## config.mk

```make
export PLATFORM = sky130hd
export DESIGN_NAME = dio_transfer_engine
export DESIGN_NICKNAME = d
export VERILOG_FILES = /design/src/logic/dio_pkg.sv /design/src/logic/dio_sync.sv /design/src/logic/dio_fifo.sv /design/src/logic/dio_transfer_engine.sv
export VERILOG_INCLUDE_DIRS = /design/src /design/src/logic
export SDC_FILE = /design/constraint.sdc
export NUM_CORES = 1
export LEC_CHECK = 0
export BUFFER_PORTS_ARGS = -buffer_cell sky130_fd_sc_hd__buf_4
export CAP_MARGIN = 0
export CORE_UTILIZATION = 55
export CTS_CLUSTER_DIAMETER = 200
export CTS_CLUSTER_SIZE = 40
export DETAILED_ROUTE_END_ITERATION = 7
export PLACE_DENSITY = 0.72
export SYNTH_ARGS = -nofsm -noshare
export SYNTH_HDL_FRONTEND = slang
export SYNTH_HIERARCHICAL = 1
export SYNTH_SLANG_ARGS = --single-unit
export TNS_END_PERCENT = 5
```

## constraint.sdc

```tcl
create_clock -name core_clk -period 4.15 [get_ports core_clk]
set_clock_uncertainty 0.05 [all_clocks]
set_input_delay 0.6225 -clock core_clk [delete_from_list [all_inputs] [get_ports core_clk]]
set_output_delay 0.6225 -clock core_clk [all_outputs]
set_load 0.1 [all_outputs]
```

## src/logic/dio_transfer_map.svh

```systemverilog
// register map, field positions, reset values and timing counts of the dio engine
//
// Contract
// four modes: direct, timer, strobe, handshake
// 0x10 reads inputs, 0x14 drives outputs
// timer 0 paces input, timer 1 output
// one input FIFO push per input pacer pulse
// paced input drained to host by DMA
// external strobe latches inputs into FIFO
// handshake input: store word, then acknowledge
// DMA starts when FIFO holds data, bus free
// output FIFO fetched by DMA while not full
// load output word, then request once stable
// after acknowledge, load next word and request
// acknowledge held until request drops
// partner acknowledge low before output request
// next output request only after acknowledge seen
// polarity 1 latches falling, 0 rising edge
// overrun flag on push into full FIFO
// underrun flag on word need, FIFO empty
// timer 1 falling moves one output word
// reset stops transfers, empties FIFOs, drops strobes
// strobes synchronised before edge detection
`ifndef DIO_TRANSFER_MAP_SVH
`define DIO_TRANSFER_MAP_SVH

// ***************************************************************
// register offsets
// ***************************************************************
`define DIO_OFS_IN_LINES   8'h10
`define DIO_OFS_OUT_LINES  8'h14
`define DIO_OFS_CTRL       8'h18
`define DIO_OFS_POLARITY   8'h1C

// ***************************************************************
// control and polarity register fields
// ***************************************************************
`define DIO_BIT_IN_ACK_EN    0
`define DIO_BIT_IN_REQ_EN    1
`define DIO_BIT_IN_TIMER_EN  2
`define DIO_BIT_IN_FIFO_EN   3
`define DIO_BIT_IN_ENABLE    6
`define DIO_BIT_OUT_ACK_EN   7
`define DIO_BIT_OUT_REQ_EN   8
`define DIO_BIT_OUT_TIMER_EN 9
`define DIO_BIT_OUT_FIFO_EN  10
`define DIO_BIT_OVERRUN      14
`define DIO_BIT_UNDERRUN     16
`define DIO_BIT_POLARITY     12
`define DIO_CTRL_RESET       11'h000

// ***************************************************************
// timing
// ***************************************************************
`define DIO_CLK_PERIOD_NS    50
`define DIO_OUT_SETUP_NS     50
`define DIO_OUT_SETUP_CYCLES ((`DIO_OUT_SETUP_NS + `DIO_CLK_PERIOD_NS - 1) / `DIO_CLK_PERIOD_NS)

`endif

```

## src/logic/dio_pkg.sv

```systemverilog
// types shared by the dio engine
`default_nettype none
package dio_pkg;
   typedef enum logic [1:0] {
      OUT_IDLE,
      OUT_SETTLE,
      OUT_REQUEST
   } dio_out_state_e;
endpackage : dio_pkg
`default_nettype wire

```

## src/logic/dio_sync.sv

```systemverilog
// two flip-flop synchroniser for a group of level inputs
`default_nettype none
module dio_sync #(
   parameter int WIDTH = 1
) (
   input  wire logic             core_clk,
   input  wire logic             reset_n,
   input  wire logic [WIDTH-1:0] async_in,
   output logic      [WIDTH-1:0] sync_out
);
   logic [WIDTH-1:0] meta_reg;

   // first stage feeds only the second stage
   always_ff @(posedge core_clk or negedge reset_n) begin
      if (!reset_n) begin
         meta_reg <= '0;
         sync_out <= '0;
      end else begin
         meta_reg <= async_in;
         sync_out <= meta_reg;
      end
   end
endmodule : dio_sync
`default_nettype wire

```

## src/logic/dio_fifo.sv

```systemverilog
// flip-flop fifo with valid/ready on both sides
`default_nettype none
module dio_fifo #(
   parameter int WIDTH = 32,
   parameter int DEPTH = 2
) (
   input  wire logic             core_clk,
   input  wire logic             reset_n,
   input  wire logic             in_valid,
   output logic                  in_ready,
   input  wire logic [WIDTH-1:0] in_data,
   output logic                  out_valid,
   input  wire logic             out_ready,
   output logic      [WIDTH-1:0] out_data
);
   localparam int PW = (DEPTH > 1) ? $clog2(DEPTH) : 1;
   localparam int CW = $clog2(DEPTH) + 1;

   logic [WIDTH-1:0] mem [DEPTH];
   logic [PW-1:0]    wr_ptr_reg;
   logic [PW-1:0]    rd_ptr_reg;
   logic [CW-1:0]    count_reg;
   logic             push;
   logic             pop;

   assign in_ready  = (count_reg != CW'(DEPTH));
   assign out_valid = (count_reg != '0);
   assign out_data  = mem[rd_ptr_reg];
   assign push      = in_valid && in_ready;
   assign pop       = out_valid && out_ready;

   always_ff @(posedge core_clk) begin
      if (push) begin
         mem[wr_ptr_reg] <= in_data;
      end
   end

   // reset empties the fifo
   always_ff @(posedge core_clk or negedge reset_n) begin
      if (!reset_n) begin
         wr_ptr_reg <= '0;
         rd_ptr_reg <= '0;
         count_reg  <= '0;
      end else begin
         if (push) begin
            wr_ptr_reg <= (wr_ptr_reg == PW'(DEPTH - 1)) ? '0 : PW'(wr_ptr_reg + 1'b1);
         end
         if (pop) begin
            rd_ptr_reg <= (rd_ptr_reg == PW'(DEPTH - 1)) ? '0 : PW'(rd_ptr_reg + 1'b1);
         end
         if (push && !pop) begin
            count_reg <= CW'(count_reg + 1'b1);
         end else if (pop && !push) begin
            count_reg <= CW'(count_reg - 1'b1);
         end
      end
   end
endmodule : dio_fifo
`default_nettype wire

```

## src/logic/dio_transfer_engine.sv

```systemverilog
// parallel digital input/output transfer engine with paced, strobed and handshake modes
`include "dio_transfer_map.svh"
`default_nettype none
module dio_transfer_engine
   import dio_pkg::*;
#(
   parameter int DW        = 32,
   parameter int IN_DEPTH  = 16,
   parameter int OUT_DEPTH = 16
) (
   input  wire logic          core_clk,
   input  wire logic          reset_n,
   input  wire logic [7:0]    host_addr,
   input  wire logic          host_wr,
   input  wire logic          host_rd,
   input  wire logic [31:0]   host_wdata,
   output logic      [31:0]   host_rdata,
   output logic               host_rvalid,
   input  wire logic          host_bus_busy,
   output logic               dma_in_valid,
   input  wire logic          dma_in_ready,
   output logic      [DW-1:0] dma_in_data,
   input  wire logic          dma_out_valid,
   output logic               dma_out_ready,
   input  wire logic [DW-1:0] dma_out_data,
   input  wire logic [DW-1:0] in_lines,
   input  wire logic          in_request,
   output logic               in_ack,
   output logic      [DW-1:0] out_lines,
   output logic               out_request,
   input  wire logic          out_ack,
   input  wire logic          timer0_out,
   input  wire logic          timer1_out
);
   localparam logic [3:0] SETUP_CNT = 4'(`DIO_OUT_SETUP_CYCLES);

   // ***************************************************************
   // pin synchronisation and edge detection
   // ***************************************************************
   logic [DW+3:0] sync_q;
   logic [DW-1:0] in_lines_s;
   logic          in_req_s;
   logic          out_ack_s;
   logic          t0_s;
   logic          t1_s;
   logic          in_req_prev;
   logic          t0_prev;
   logic          t1_prev;
   logic          req_rise;
   logic          req_fall;
   logic          t0_fall;
   logic          t1_fall;

   // lines travel with the strobes so the sampled word lines up with its edge
   dio_sync #(.WIDTH(DW + 4)) u_pin_sync (
      .core_clk (core_clk),
      .reset_n  (reset_n),
      .async_in ({in_lines, in_request, out_ack, timer0_out, timer1_out}),
      .sync_out (sync_q)
   );

   assign in_lines_s = sync_q[DW+3:4];
   assign in_req_s   = sync_q[3];
   assign out_ack_s  = sync_q[2];
   assign t0_s       = sync_q[1];
   assign t1_s       = sync_q[0];

   always_ff @(posedge core_clk or negedge reset_n) begin
      if (!reset_n) begin
         in_req_prev <= 1'b0;
         t0_prev     <= 1'b0;
         t1_prev     <= 1'b0;
      end else begin
         in_req_prev <= in_req_s;
         t0_prev     <= t0_s;
         t1_prev     <= t1_s;
      end
   end

   assign req_rise = in_req_s && !in_req_prev;
   assign req_fall = !in_req_s && in_req_prev;
   assign t0_fall  = !t0_s && t0_prev;
   assign t1_fall  = !t1_s && t1_prev;

   // ***************************************************************
   // control and status registers
   // ***************************************************************
   logic [10:0] ctrl_reg;
   logic        input_strobe_polarity;
   logic        input_overrun_flag;
   logic        output_underrun_flag;
   logic        wr_ctrl;
   logic        overrun_set;
   logic        underrun_set;
   logic        in_ack_en;
   logic        in_req_en;
   logic        input_timer_pacing_enable;
   logic        in_fifo_en;
   logic        in_enable;
   logic        out_ack_en;
   logic        out_req_en;
   logic        output_timer_pacing_enable;
   logic        out_fifo_en;

   assign wr_ctrl                    = host_wr && (host_addr == `DIO_OFS_CTRL);
   assign in_ack_en                  = ctrl_reg[`DIO_BIT_IN_ACK_EN];
   assign in_req_en                  = ctrl_reg[`DIO_BIT_IN_REQ_EN];
   assign input_timer_pacing_enable  = ctrl_reg[`DIO_BIT_IN_TIMER_EN];
   assign in_fifo_en                 = ctrl_reg[`DIO_BIT_IN_FIFO_EN];
   assign in_enable                  = ctrl_reg[`DIO_BIT_IN_ENABLE];
   assign out_ack_en                 = ctrl_reg[`DIO_BIT_OUT_ACK_EN];
   assign out_req_en                 = ctrl_reg[`DIO_BIT_OUT_REQ_EN];
   assign output_timer_pacing_enable = ctrl_reg[`DIO_BIT_OUT_TIMER_EN];
   assign out_fifo_en                = ctrl_reg[`DIO_BIT_OUT_FIFO_EN];

   // timer, strobe and handshake modes come out of reset disabled
   always_ff @(posedge core_clk or negedge reset_n) begin
      if (!reset_n) begin
         ctrl_reg <= `DIO_CTRL_RESET;
      end else if (wr_ctrl) begin
         ctrl_reg <= host_wdata[10:0];
      end
   end

   always_ff @(posedge core_clk or negedge reset_n) begin
      if (!reset_n) begin
         input_strobe_polarity <= 1'b0;
      end else if (host_wr && (host_addr == `DIO_OFS_POLARITY)) begin
         input_strobe_polarity <= host_wdata[`DIO_BIT_POLARITY];
      end
   end

   // a new event in the clearing cycle wins over the write-one clear
   always_ff @(posedge core_clk or negedge reset_n) begin
      if (!reset_n) begin
         input_overrun_flag <= 1'b0;
      end else if (overrun_set) begin
         input_overrun_flag <= 1'b1;
      end else if (wr_ctrl && host_wdata[`DIO_BIT_OVERRUN]) begin
         input_overrun_flag <= 1'b0;
      end
   end

   always_ff @(posedge core_clk or negedge reset_n) begin
      if (!reset_n) begin
         output_underrun_flag <= 1'b0;
      end else if (underrun_set) begin
         output_underrun_flag <= 1'b1;
      end else if (wr_ctrl && host_wdata[`DIO_BIT_UNDERRUN]) begin
         output_underrun_flag <= 1'b0;
      end
   end

   // read data one cycle after the strobe
   always_ff @(posedge core_clk or negedge reset_n) begin
      if (!reset_n) begin
         host_rdata  <= 32'h00000000;
         host_rvalid <= 1'b0;
      end else begin
         host_rvalid <= host_rd;
         if (host_rd) begin
            case (host_addr)
               `DIO_OFS_IN_LINES:  host_rdata <= 32'(in_lines_s);
               `DIO_OFS_OUT_LINES: host_rdata <= 32'(out_lines);
               `DIO_OFS_CTRL: begin
                  host_rdata <= 32'(ctrl_reg);
                  host_rdata[`DIO_BIT_OVERRUN]  <= input_overrun_flag;
                  host_rdata[`DIO_BIT_UNDERRUN] <= output_underrun_flag;
               end
               `DIO_OFS_POLARITY: begin
                  host_rdata <= 32'h00000000;
                  host_rdata[`DIO_BIT_POLARITY] <= input_strobe_polarity;
               end
               default: host_rdata <= 32'h00000000;
            endcase
         end
      end
   end

   // ***************************************************************
   // input sampling
   // ***************************************************************
   logic          timer_mode;
   logic          strobe_mode;
   logic          hs_mode;
   logic          strobe_edge;
   logic          sample_evt;
   logic          push_req;
   logic          in_fifo_ready;
   logic          in_fifo_valid;
   logic [DW-1:0] in_fifo_data;
   logic          buf_ready;
   logic          buf_valid;
   logic          pushed_hs_reg;

   assign timer_mode  = in_enable && input_timer_pacing_enable;
   assign strobe_mode = in_enable && in_req_en && !in_ack_en;
   assign hs_mode     = in_enable && in_req_en && in_ack_en;
   assign strobe_edge = input_strobe_polarity ? req_fall : req_rise;

   // timer, strobe and handshake modes are alternative sample sources
   assign sample_evt = (timer_mode && t0_fall)
                    || (strobe_mode && strobe_edge)
                    || (hs_mode && req_rise && !in_ack);
   assign push_req    = sample_evt && in_fifo_en;
   assign overrun_set = push_req && !in_fifo_ready;

   // acknowledge follows the store and holds until the request drops
   always_ff @(posedge core_clk or negedge reset_n) begin
      if (!reset_n) begin
         pushed_hs_reg <= 1'b0;
         in_ack        <= 1'b0;
      end else begin
         pushed_hs_reg <= hs_mode && req_rise && !in_ack;
         if (!hs_mode || !in_req_s) begin
            in_ack <= 1'b0;
         end else if (pushed_hs_reg) begin
            in_ack <= 1'b1;
         end
      end
   end

   dio_fifo #(.WIDTH(DW), .DEPTH(IN_DEPTH)) u_in_fifo (
      .core_clk  (core_clk),
      .reset_n   (reset_n),
      .in_valid  (push_req),
      .in_ready  (in_fifo_ready),
      .in_data   (in_lines_s),
      .out_valid (in_fifo_valid),
      .out_ready (buf_ready),
      .out_data  (in_fifo_data)
   );

   // two-entry skid stage so a stalled host read never drops a word
   dio_fifo #(.WIDTH(DW), .DEPTH(2)) u_in_buf (
      .core_clk  (core_clk),
      .reset_n   (reset_n),
      .in_valid  (in_fifo_valid),
      .in_ready  (buf_ready),
      .in_data   (in_fifo_data),
      .out_valid (buf_valid),
      .out_ready (dma_in_ready && !host_bus_busy),
      .out_data  (dma_in_data)
   );

   assign dma_in_valid = buf_valid && !host_bus_busy;

   // ***************************************************************
   // output sequencing
   // ***************************************************************
   dio_out_state_e out_state_reg;
   logic [3:0]     settle_cnt_reg;
   logic           out_fifo_valid;
   logic [DW-1:0]  out_fifo_data;
   logic           need_word_reg;
   logic           load_req;
   logic           pop;
   logic           wr_out;

   dio_fifo #(.WIDTH(DW), .DEPTH(OUT_DEPTH)) u_out_fifo (
      .core_clk  (core_clk),
      .reset_n   (reset_n),
      .in_valid  (dma_out_valid),
      .in_ready  (dma_out_ready),
      .in_data   (dma_out_data),
      .out_valid (out_fifo_valid),
      .out_ready (pop),
      .out_data  (out_fifo_data)
   );

   // a word is wanted on each timer 1 fall, or freely in request mode
   always_comb begin
      load_req = 1'b0;
      if (out_fifo_en && (out_state_reg == OUT_IDLE)) begin
         if (output_timer_pacing_enable) begin
            load_req = t1_fall;
         end else if (out_req_en && !(out_ack_en && out_ack_s)) begin
            // a stale synchronised acknowledge must not end the next request
            load_req = 1'b1;
         end
      end
   end

   assign pop          = load_req && out_fifo_valid;
   assign underrun_set = load_req && !out_fifo_valid
                       && (output_timer_pacing_enable || need_word_reg);
   assign wr_out       = host_wr && (host_addr == `DIO_OFS_OUT_LINES);

   // a host write takes precedence over a word leaving the fifo
   always_ff @(posedge core_clk or negedge reset_n) begin
      if (!reset_n) begin
         out_lines <= '0;
      end else if (wr_out) begin
         out_lines <= host_wdata[DW-1:0];
      end else if (pop) begin
         out_lines <= out_fifo_data;
      end
   end

   // underrun is flagged once per missed word, not every idle cycle
   always_ff @(posedge core_clk or negedge reset_n) begin
      if (!reset_n) begin
         need_word_reg <= 1'b0;
      end else if (pop || !out_fifo_en) begin
         need_word_reg <= 1'b0;
      end else if (underrun_set) begin
         need_word_reg <= 1'b0;
      end else if ((out_state_reg == OUT_REQUEST) && (!out_ack_en || out_ack_s)) begin
         need_word_reg <= 1'b1;
      end
   end

   always_ff @(posedge core_clk or negedge reset_n) begin
      if (!reset_n) begin
         out_state_reg  <= OUT_IDLE;
         settle_cnt_reg <= 4'h0;
      end else if (!out_fifo_en) begin
         out_state_reg  <= OUT_IDLE;
         settle_cnt_reg <= 4'h0;
      end else begin
         case (out_state_reg)
            OUT_IDLE: begin
               if (pop && out_req_en) begin
                  out_state_reg  <= OUT_SETTLE;
                  settle_cnt_reg <= SETUP_CNT;
               end
            end
            OUT_SETTLE: begin
               if (settle_cnt_reg <= 4'h1) begin
                  out_state_reg <= OUT_REQUEST;
               end else begin
                  settle_cnt_reg <= settle_cnt_reg - 4'h1;
               end
            end
            OUT_REQUEST: begin
               // the partner drops its acknowledge before this request
               if (!out_ack_en || out_ack_s) begin
                  out_state_reg <= OUT_IDLE;
               end
            end
            default: out_state_reg <= OUT_IDLE;
         endcase
      end
   end

   assign out_request = (out_state_reg == OUT_REQUEST);
endmodule : dio_transfer_engine
`default_nettype wire

```

# == After elaboration in Yosys (flattened, before gate mapping) ==
# Memory sizes are Yosys's and may differ from the RTL's.
# Index checks and enable logic that the tools add are counted.
# totals
ramBits,1088
elab_cells,182
output_inout_bits,101
register_bits,193
in_bits,115
n_memories,3
# op_classes
add_sub_neg,13
mux,43
order_cmp,1
n_reduce_logical,78
n_eq_ne,18
# mem_list
name,words,word_bits,read_ports,rd_clocked_by_memory_dff,wr,line_no,source
u_in_fifo.mem,16,32,1,0,1,dio_fifo.sv:19,logic [WIDTH-1:0] mem [DEPTH];
u_out_fifo.mem,16,32,1,0,1,dio_fifo.sv:19,
u_in_buf.mem,2,32,1,0,1,dio_fifo.sv:19,
# op_table
operator,count
$pmux 32 s4,1
$mux 32,2
$logic_and 1x1->1,40
$eq 8x5->1 const B,4
$mux 4,7
$mux 1,21
$mux 5,4
$logic_not 1->1,18
$add 4x1->4 const B,4
$eq 4x4->1 const B,4
$reduce_bool 2->1,8
$mux 2,6
$add 5x1->5 const B,2
$ne 5x5->1 const B,2
$reduce_bool 5->1,2
$sub 5x1->5 const B,2
$pmux 4 s2,1
$logic_or 1x1->1,6
$ne 3x2->1 const B,2
$ne 3x3->1 const B,2
$pmux 2 s3,1
$reduce_and 3->1,2
$le 4x1->1 const B,1
$sub 4x1->4 const B,1
other kinds (9),10

# == Longest topological paths before layout ==
# depth
depth_word,12
depth_mapped,14
ltp_nobuf,13

# == Hierarchy ==
# Netlist, hierarchy kept.
# modules_own_cells
mod,seq_area_each_um2,cells_each,area_per_inst_um2,instances
dio_fifo at u_out_fifo,15700.1,886,20086.8,1
dio_fifo at u_in_fifo,15700.1,879,20036.7,1
dio_transfer_engine,2277.2,478,5014.8,1
dio_fifo at u_in_buf,2021.9,118,2658.8,1
dio_sync,1801.7,72,1801.7,1

# == Worst setup path before layout ==
# Ideal clock, no wire load.
# synth_path
path_kind,input -> register
startpoint,input port dma_out_valid
endpoint,memory u_out_fifo.mem[0][0] (enable)
path_slack_ns,0.296
required_time_ns,3.639
arrival_time_ns,3.343
cell_stages,4
setup_ns,0.461
path_buffers,1
cell_sequence,a21boi_0 > buf_2 > nand2_1 > nor3_1
# synth_between
elab_chain_cells,3
# synth_rtl
item,line_no,source
"start, declared",dio_transfer_engine.sv:23,"input wire logic dma_out_valid,"
$logic_and 1x1->1,dio_fifo.sv:29,assign push = in_valid && in_ready;
via u_out_fifo.push,dio_fifo.sv:23,logic push;
$mux 1,dio_fifo.sv:33,if (push) begin
$mux 1 (implied by the code),dio_fifo.sv:34,mem[wr_ptr_reg] <= in_data;
"end, declared",dio_fifo.sv:19,
# The timed path passes the listed nets, and every way through them passes these cells.

# == Final worst setup path ==
# layout_path
startpoint,register u_out_fifo.count_reg[1]
endpoint,register u_out_fifo.count_reg[4]
# layout_between
elab_chain_cells,6
word_cells_on_any_way,14
classes_between,add/sub: 2; eq/ne: 1; mux: 2; reduce/logical: 9
# layout_rtl
item,line_no,source
"start, declared",dio_fifo.sv:22,logic [CW-1:0] count_reg;
"start signal, assigned",dio_fifo.sv:52,count_reg <= CW'(count_reg + 1'b1);
"start signal, assigned",dio_fifo.sv:54,count_reg <= CW'(count_reg - 1'b1);
$reduce_bool 5->1 (*),dio_fifo.sv:27,assign out_valid = (count_reg != '0);
via out_fifo_valid,dio_transfer_engine.sv:253,logic out_fifo_valid;
$logic_and 1x1->1 (*),dio_transfer_engine.sv:284,assign pop = load_req && out_fifo_valid;
via pop,dio_transfer_engine.sv:257,logic pop;
$logic_and 1x1->1 (*),dio_fifo.sv:30,assign pop = out_valid && out_ready;
$logic_not 1->1,dio_fifo.sv:51,if (push && !pop) begin
$logic_and 1x1->1,dio_fifo.sv:51,
$mux 5 or $reduce_bool 2->1 (tied branches),n/a,
# Mark *: on every way through the listed nets, which the timed path passes. The rest lies on a longest branch. The select of a mux whose other input is x is not followed.
# A chain may end at the register's enable or synchronous reset.

==> reports/summary.txt <==
post-synthesis cell count - 2433
crit end category - register
sequential fraction of the synthesis area - 75.6%
final core utilization - 60.4%
Final Hold Slack - -23.4 ps
CTS clock-pin slew for the worst setup and hold paths - 140 ps
layout cells sized above 1 - 27.6%
post-CTS sizing - 0
sequential power share - 48.4%
Max Cap Viol - 0
Ys Warns - 6
fmax - 277 MHz
CP max-delay cell - a2111oi_0
H-tree levels - 2
Largest regs - u_in_fifo/mem: 512 flops, u_out_fifo/mem: 512 flops, u_in_buf/mem: 64 flops
final WL - 108000 µm
Nets - 2760
die height - 302 µm
Sw Pwr - 12.5 mW
initial antenna violation count - 5
Longest Clk Path Bufs - 3
status - complete, but fails checks
Worst EP required - 4640 ps
P_int - 21.7 mW
failing checks - hold timing
number of clock sinks - 1281
Final Setup Violations - 0
# IOs - 216
routed vias - 24.3k
RSZ-0062 raised after global routing - false
crit path launch type - register
gr ovfl total - 0
endpoints failing hold - 2
first-pass GRT wire length - 161000 µm
DP Wirelength - 68900 µm
mean post-synth cell area - 20.4 µm²
filler instances - 6266
Worst Tran Pin Value - 1100 ps
Final min period - 3610 ps
asr flop ratio synth - 15.1%
area occupied by multi-input gates - 11100 µm²
switching part of the total - 36.4%
Worst-Skew Late Latency - 660 ps
largest net degree at the start of global routing - 127
DIE AREA - 91400 µm²
Post-DRT Antenna Nets - 0
Die Width - 302 µm
most frequent CP cell - inv_1
min-delay worst type - input port to async pin
drt pass-1 iters - 5
cts bufs inserted - 38
ant diodes - 0
Avg Vias per Cell - 6.36
CTS tree - built
Yosys reg bits - 1281
WS Path Type - register to register
VDD IR max - 0.000700 V
Tot GR Track Use - 24.0%
Slew Viols, Final - 0
Main synth FF type - edfxtp_1
Post-synth EDFFs - 1088
CP Cell Sequence - nor4_2 -> nand2_2 -> nand2_1 -> nor2_1 -> a21boi_1 -> buf_4 -> inv_1 -> ha_1 -> inv_1 -> fa_1 -> a21o_1 -> a2111oi_0 -> o31ai_1
most frequent cells in the layout - edfxtp_1, buf_4, mux4_2
Worst Path Max Fanout - 6
core footprint - 88900 µm²
vias in the first global route - 24.9k
Synth cell types - 73
syn nets - 2571
most common cell after layout, fill and taps aside - edfxtp_1
residual DRC count - 0
combinational share of power - 35.8%
Root Driver - clkbuf_16
slew margin rel. - 26.4%
Tcrit/Tclk final - 87.0%
arrival time worst endpoint - 4100 ps
TNS Setup - 0 ps
Pwr per Cell Area - 637 nW/µm²
Register Area - 37500 µm²
area grow syn2layout - 8.20%
initial DRC count - 2513
Synth Cell Area - 49600 µm²
Initial Util - 55.8%
power share of the clock group - 15.7%
max incr delay on CP - 570 ps
Final Wtd Congestion - 0.859
Site Rows - 109
Pleak - 17.8 nW
WL/cell - 28.4 µm
number of port buffers - 215
[metrics by stage]
stage / setup slack, ps / cells / area, µm² / power, mW / hold WS (ps)
final: 539 / 3817 / 53700 / 34.2 / -23.4
after global routing: 93.2 / 3817 / 53700 / 35.5 / 2.20
after CTS: 584 / 3817 / 53700 / 34.4 / 0.187
after detailed placement: 619 / 3740 / 52500 / 29.2 / 285
after global placement: 992 / 3740 / 52500 / 28.9 / 284
after floorplan: 296 / 2433 / 49600 / 26.0 / 277
[power groups by stage]
stage | registers (mW) | logic, mW | clock network (mW)
CTS | 16.6 | 12.3 | 5.49
global placement | 16.8 | 12.1 | 0
finish | 16.6 | 12.3 | 5.38
floorplan | 17.2 | 8.79 | 0
detailed placement | 16.9 | 12.3 | 0
global route | 16.7 | 12.9 | 5.85
[final cells by class]
cell class | instances | share of cell area (%)
clock buffers | 65 | 1.96
clock inverters | 5 | 0.152
inverters | 48 | 0.336
multi-input cells | 962 | 20.7
flip-flops and latches | 1281 | 69.9
well taps | 1165 | 2.72
repair buffers | 291 | 4.23
[logic make-up after synthesis]
| kind of cell | Yosys count | share of synthesized area (%) |
|---|---|---|
| mux | 320 | 13.4 |
| fa+ha+maj | 23 | 0.610 |
| flops | 1281 | 75.6 |
| compound gates | 343 | 5.30 |
| simple gates | 259 | 2.47 |
| xor+xnor | 17 | 0.300 |
| buf+inv | 190 | 2.34 |
[path summary, 6_finish.rpt]
kind	end	slack [ps]	cells after the start	startpoint
setup reg to reg	u_out_fifo/count_reg[4]	540	13	u_out_fifo/count_reg[1]
max in group asynchronous	u_pin_sync/meta_reg[22]	3090	2	reset_n
setup / recovery	u_out_fifo/count_reg[4]	540	13	u_out_fifo/count_reg[1]
hold reg to reg	u_pin_sync/sync_out[24]	310	0	u_pin_sync/meta_reg[24]
hold / removal	u_in_buf/rd_ptr_reg	-20	1	reset_n
min in group core_clk	u_pin_sync/meta_reg[2]	30	1	out_ack
[cells in the mapped netlist (all sizes together) (2+ instances only)]
library cell	number	area share (%)
mux2i	17	0.34
a31oi	2	0.025
dfrtp	193	9.7
nand4	4	0.050
xnor2	10	0.18
nor3b	2	0.040
and4	2	0.035
a22o	2	0.035
nor4	4	0.11
a21oi	50	0.73
and2	19	0.24
mux2	47	1.3
and3	5	0.063
buf	86	1.5
ha	21	0.53
fa	2	0.081
a21boi	3	0.045
edfxtp	1088	66
clkbuf	56	0.46
inv	48	0.36
o22ai	97	1.2
and2b	2	0.030
a32o	3	0.061
nor2b	8	0.12
or2	3	0.038
nor3	15	0.15
o21ai	48	0.49
a41oi	32	1.0
a41o	2	0.040
nand2b	8	0.10
a22oi	82	1.2
a2111oi	3	0.066
mux4	256	12
nor2	106	0.80
nand3	8	0.081
o31ai	3	0.045
xor2	7	0.12
nand2	68	0.52
and3b	2	0.035
a21o	8	0.12
a32oi	2	0.050
[layer usage]
layer / part of all wire, % / routed length (µm) / GRT usage (%)
met1: 40 / 43100 / 33.6
met2: 51 / 54900 / 40.4
met3: 7.3 / 7870 / 3.41
met4: 2.3 / 2540 / 5.64
met5: 0.040 / 43 / 0
[worst max-delay path, delay by kind of cell, from the launching register on]
kind | cells | cell delay [ps]
DFF | 1 | 470
AOI/OAI and AO/OA | 4 | 1130
and+or+nand+nor | 4 | 820
buffers and inverters | 3 | 390
adders and majority gates | 2 | 630
[repair_timing]
item,4_1_cts,5_1_grt
hold buffers,7,0
buffers inserted,0,0
endpoints found under the hold margin,7,0
No activity file was read; power rests on OpenSTA's default activity.
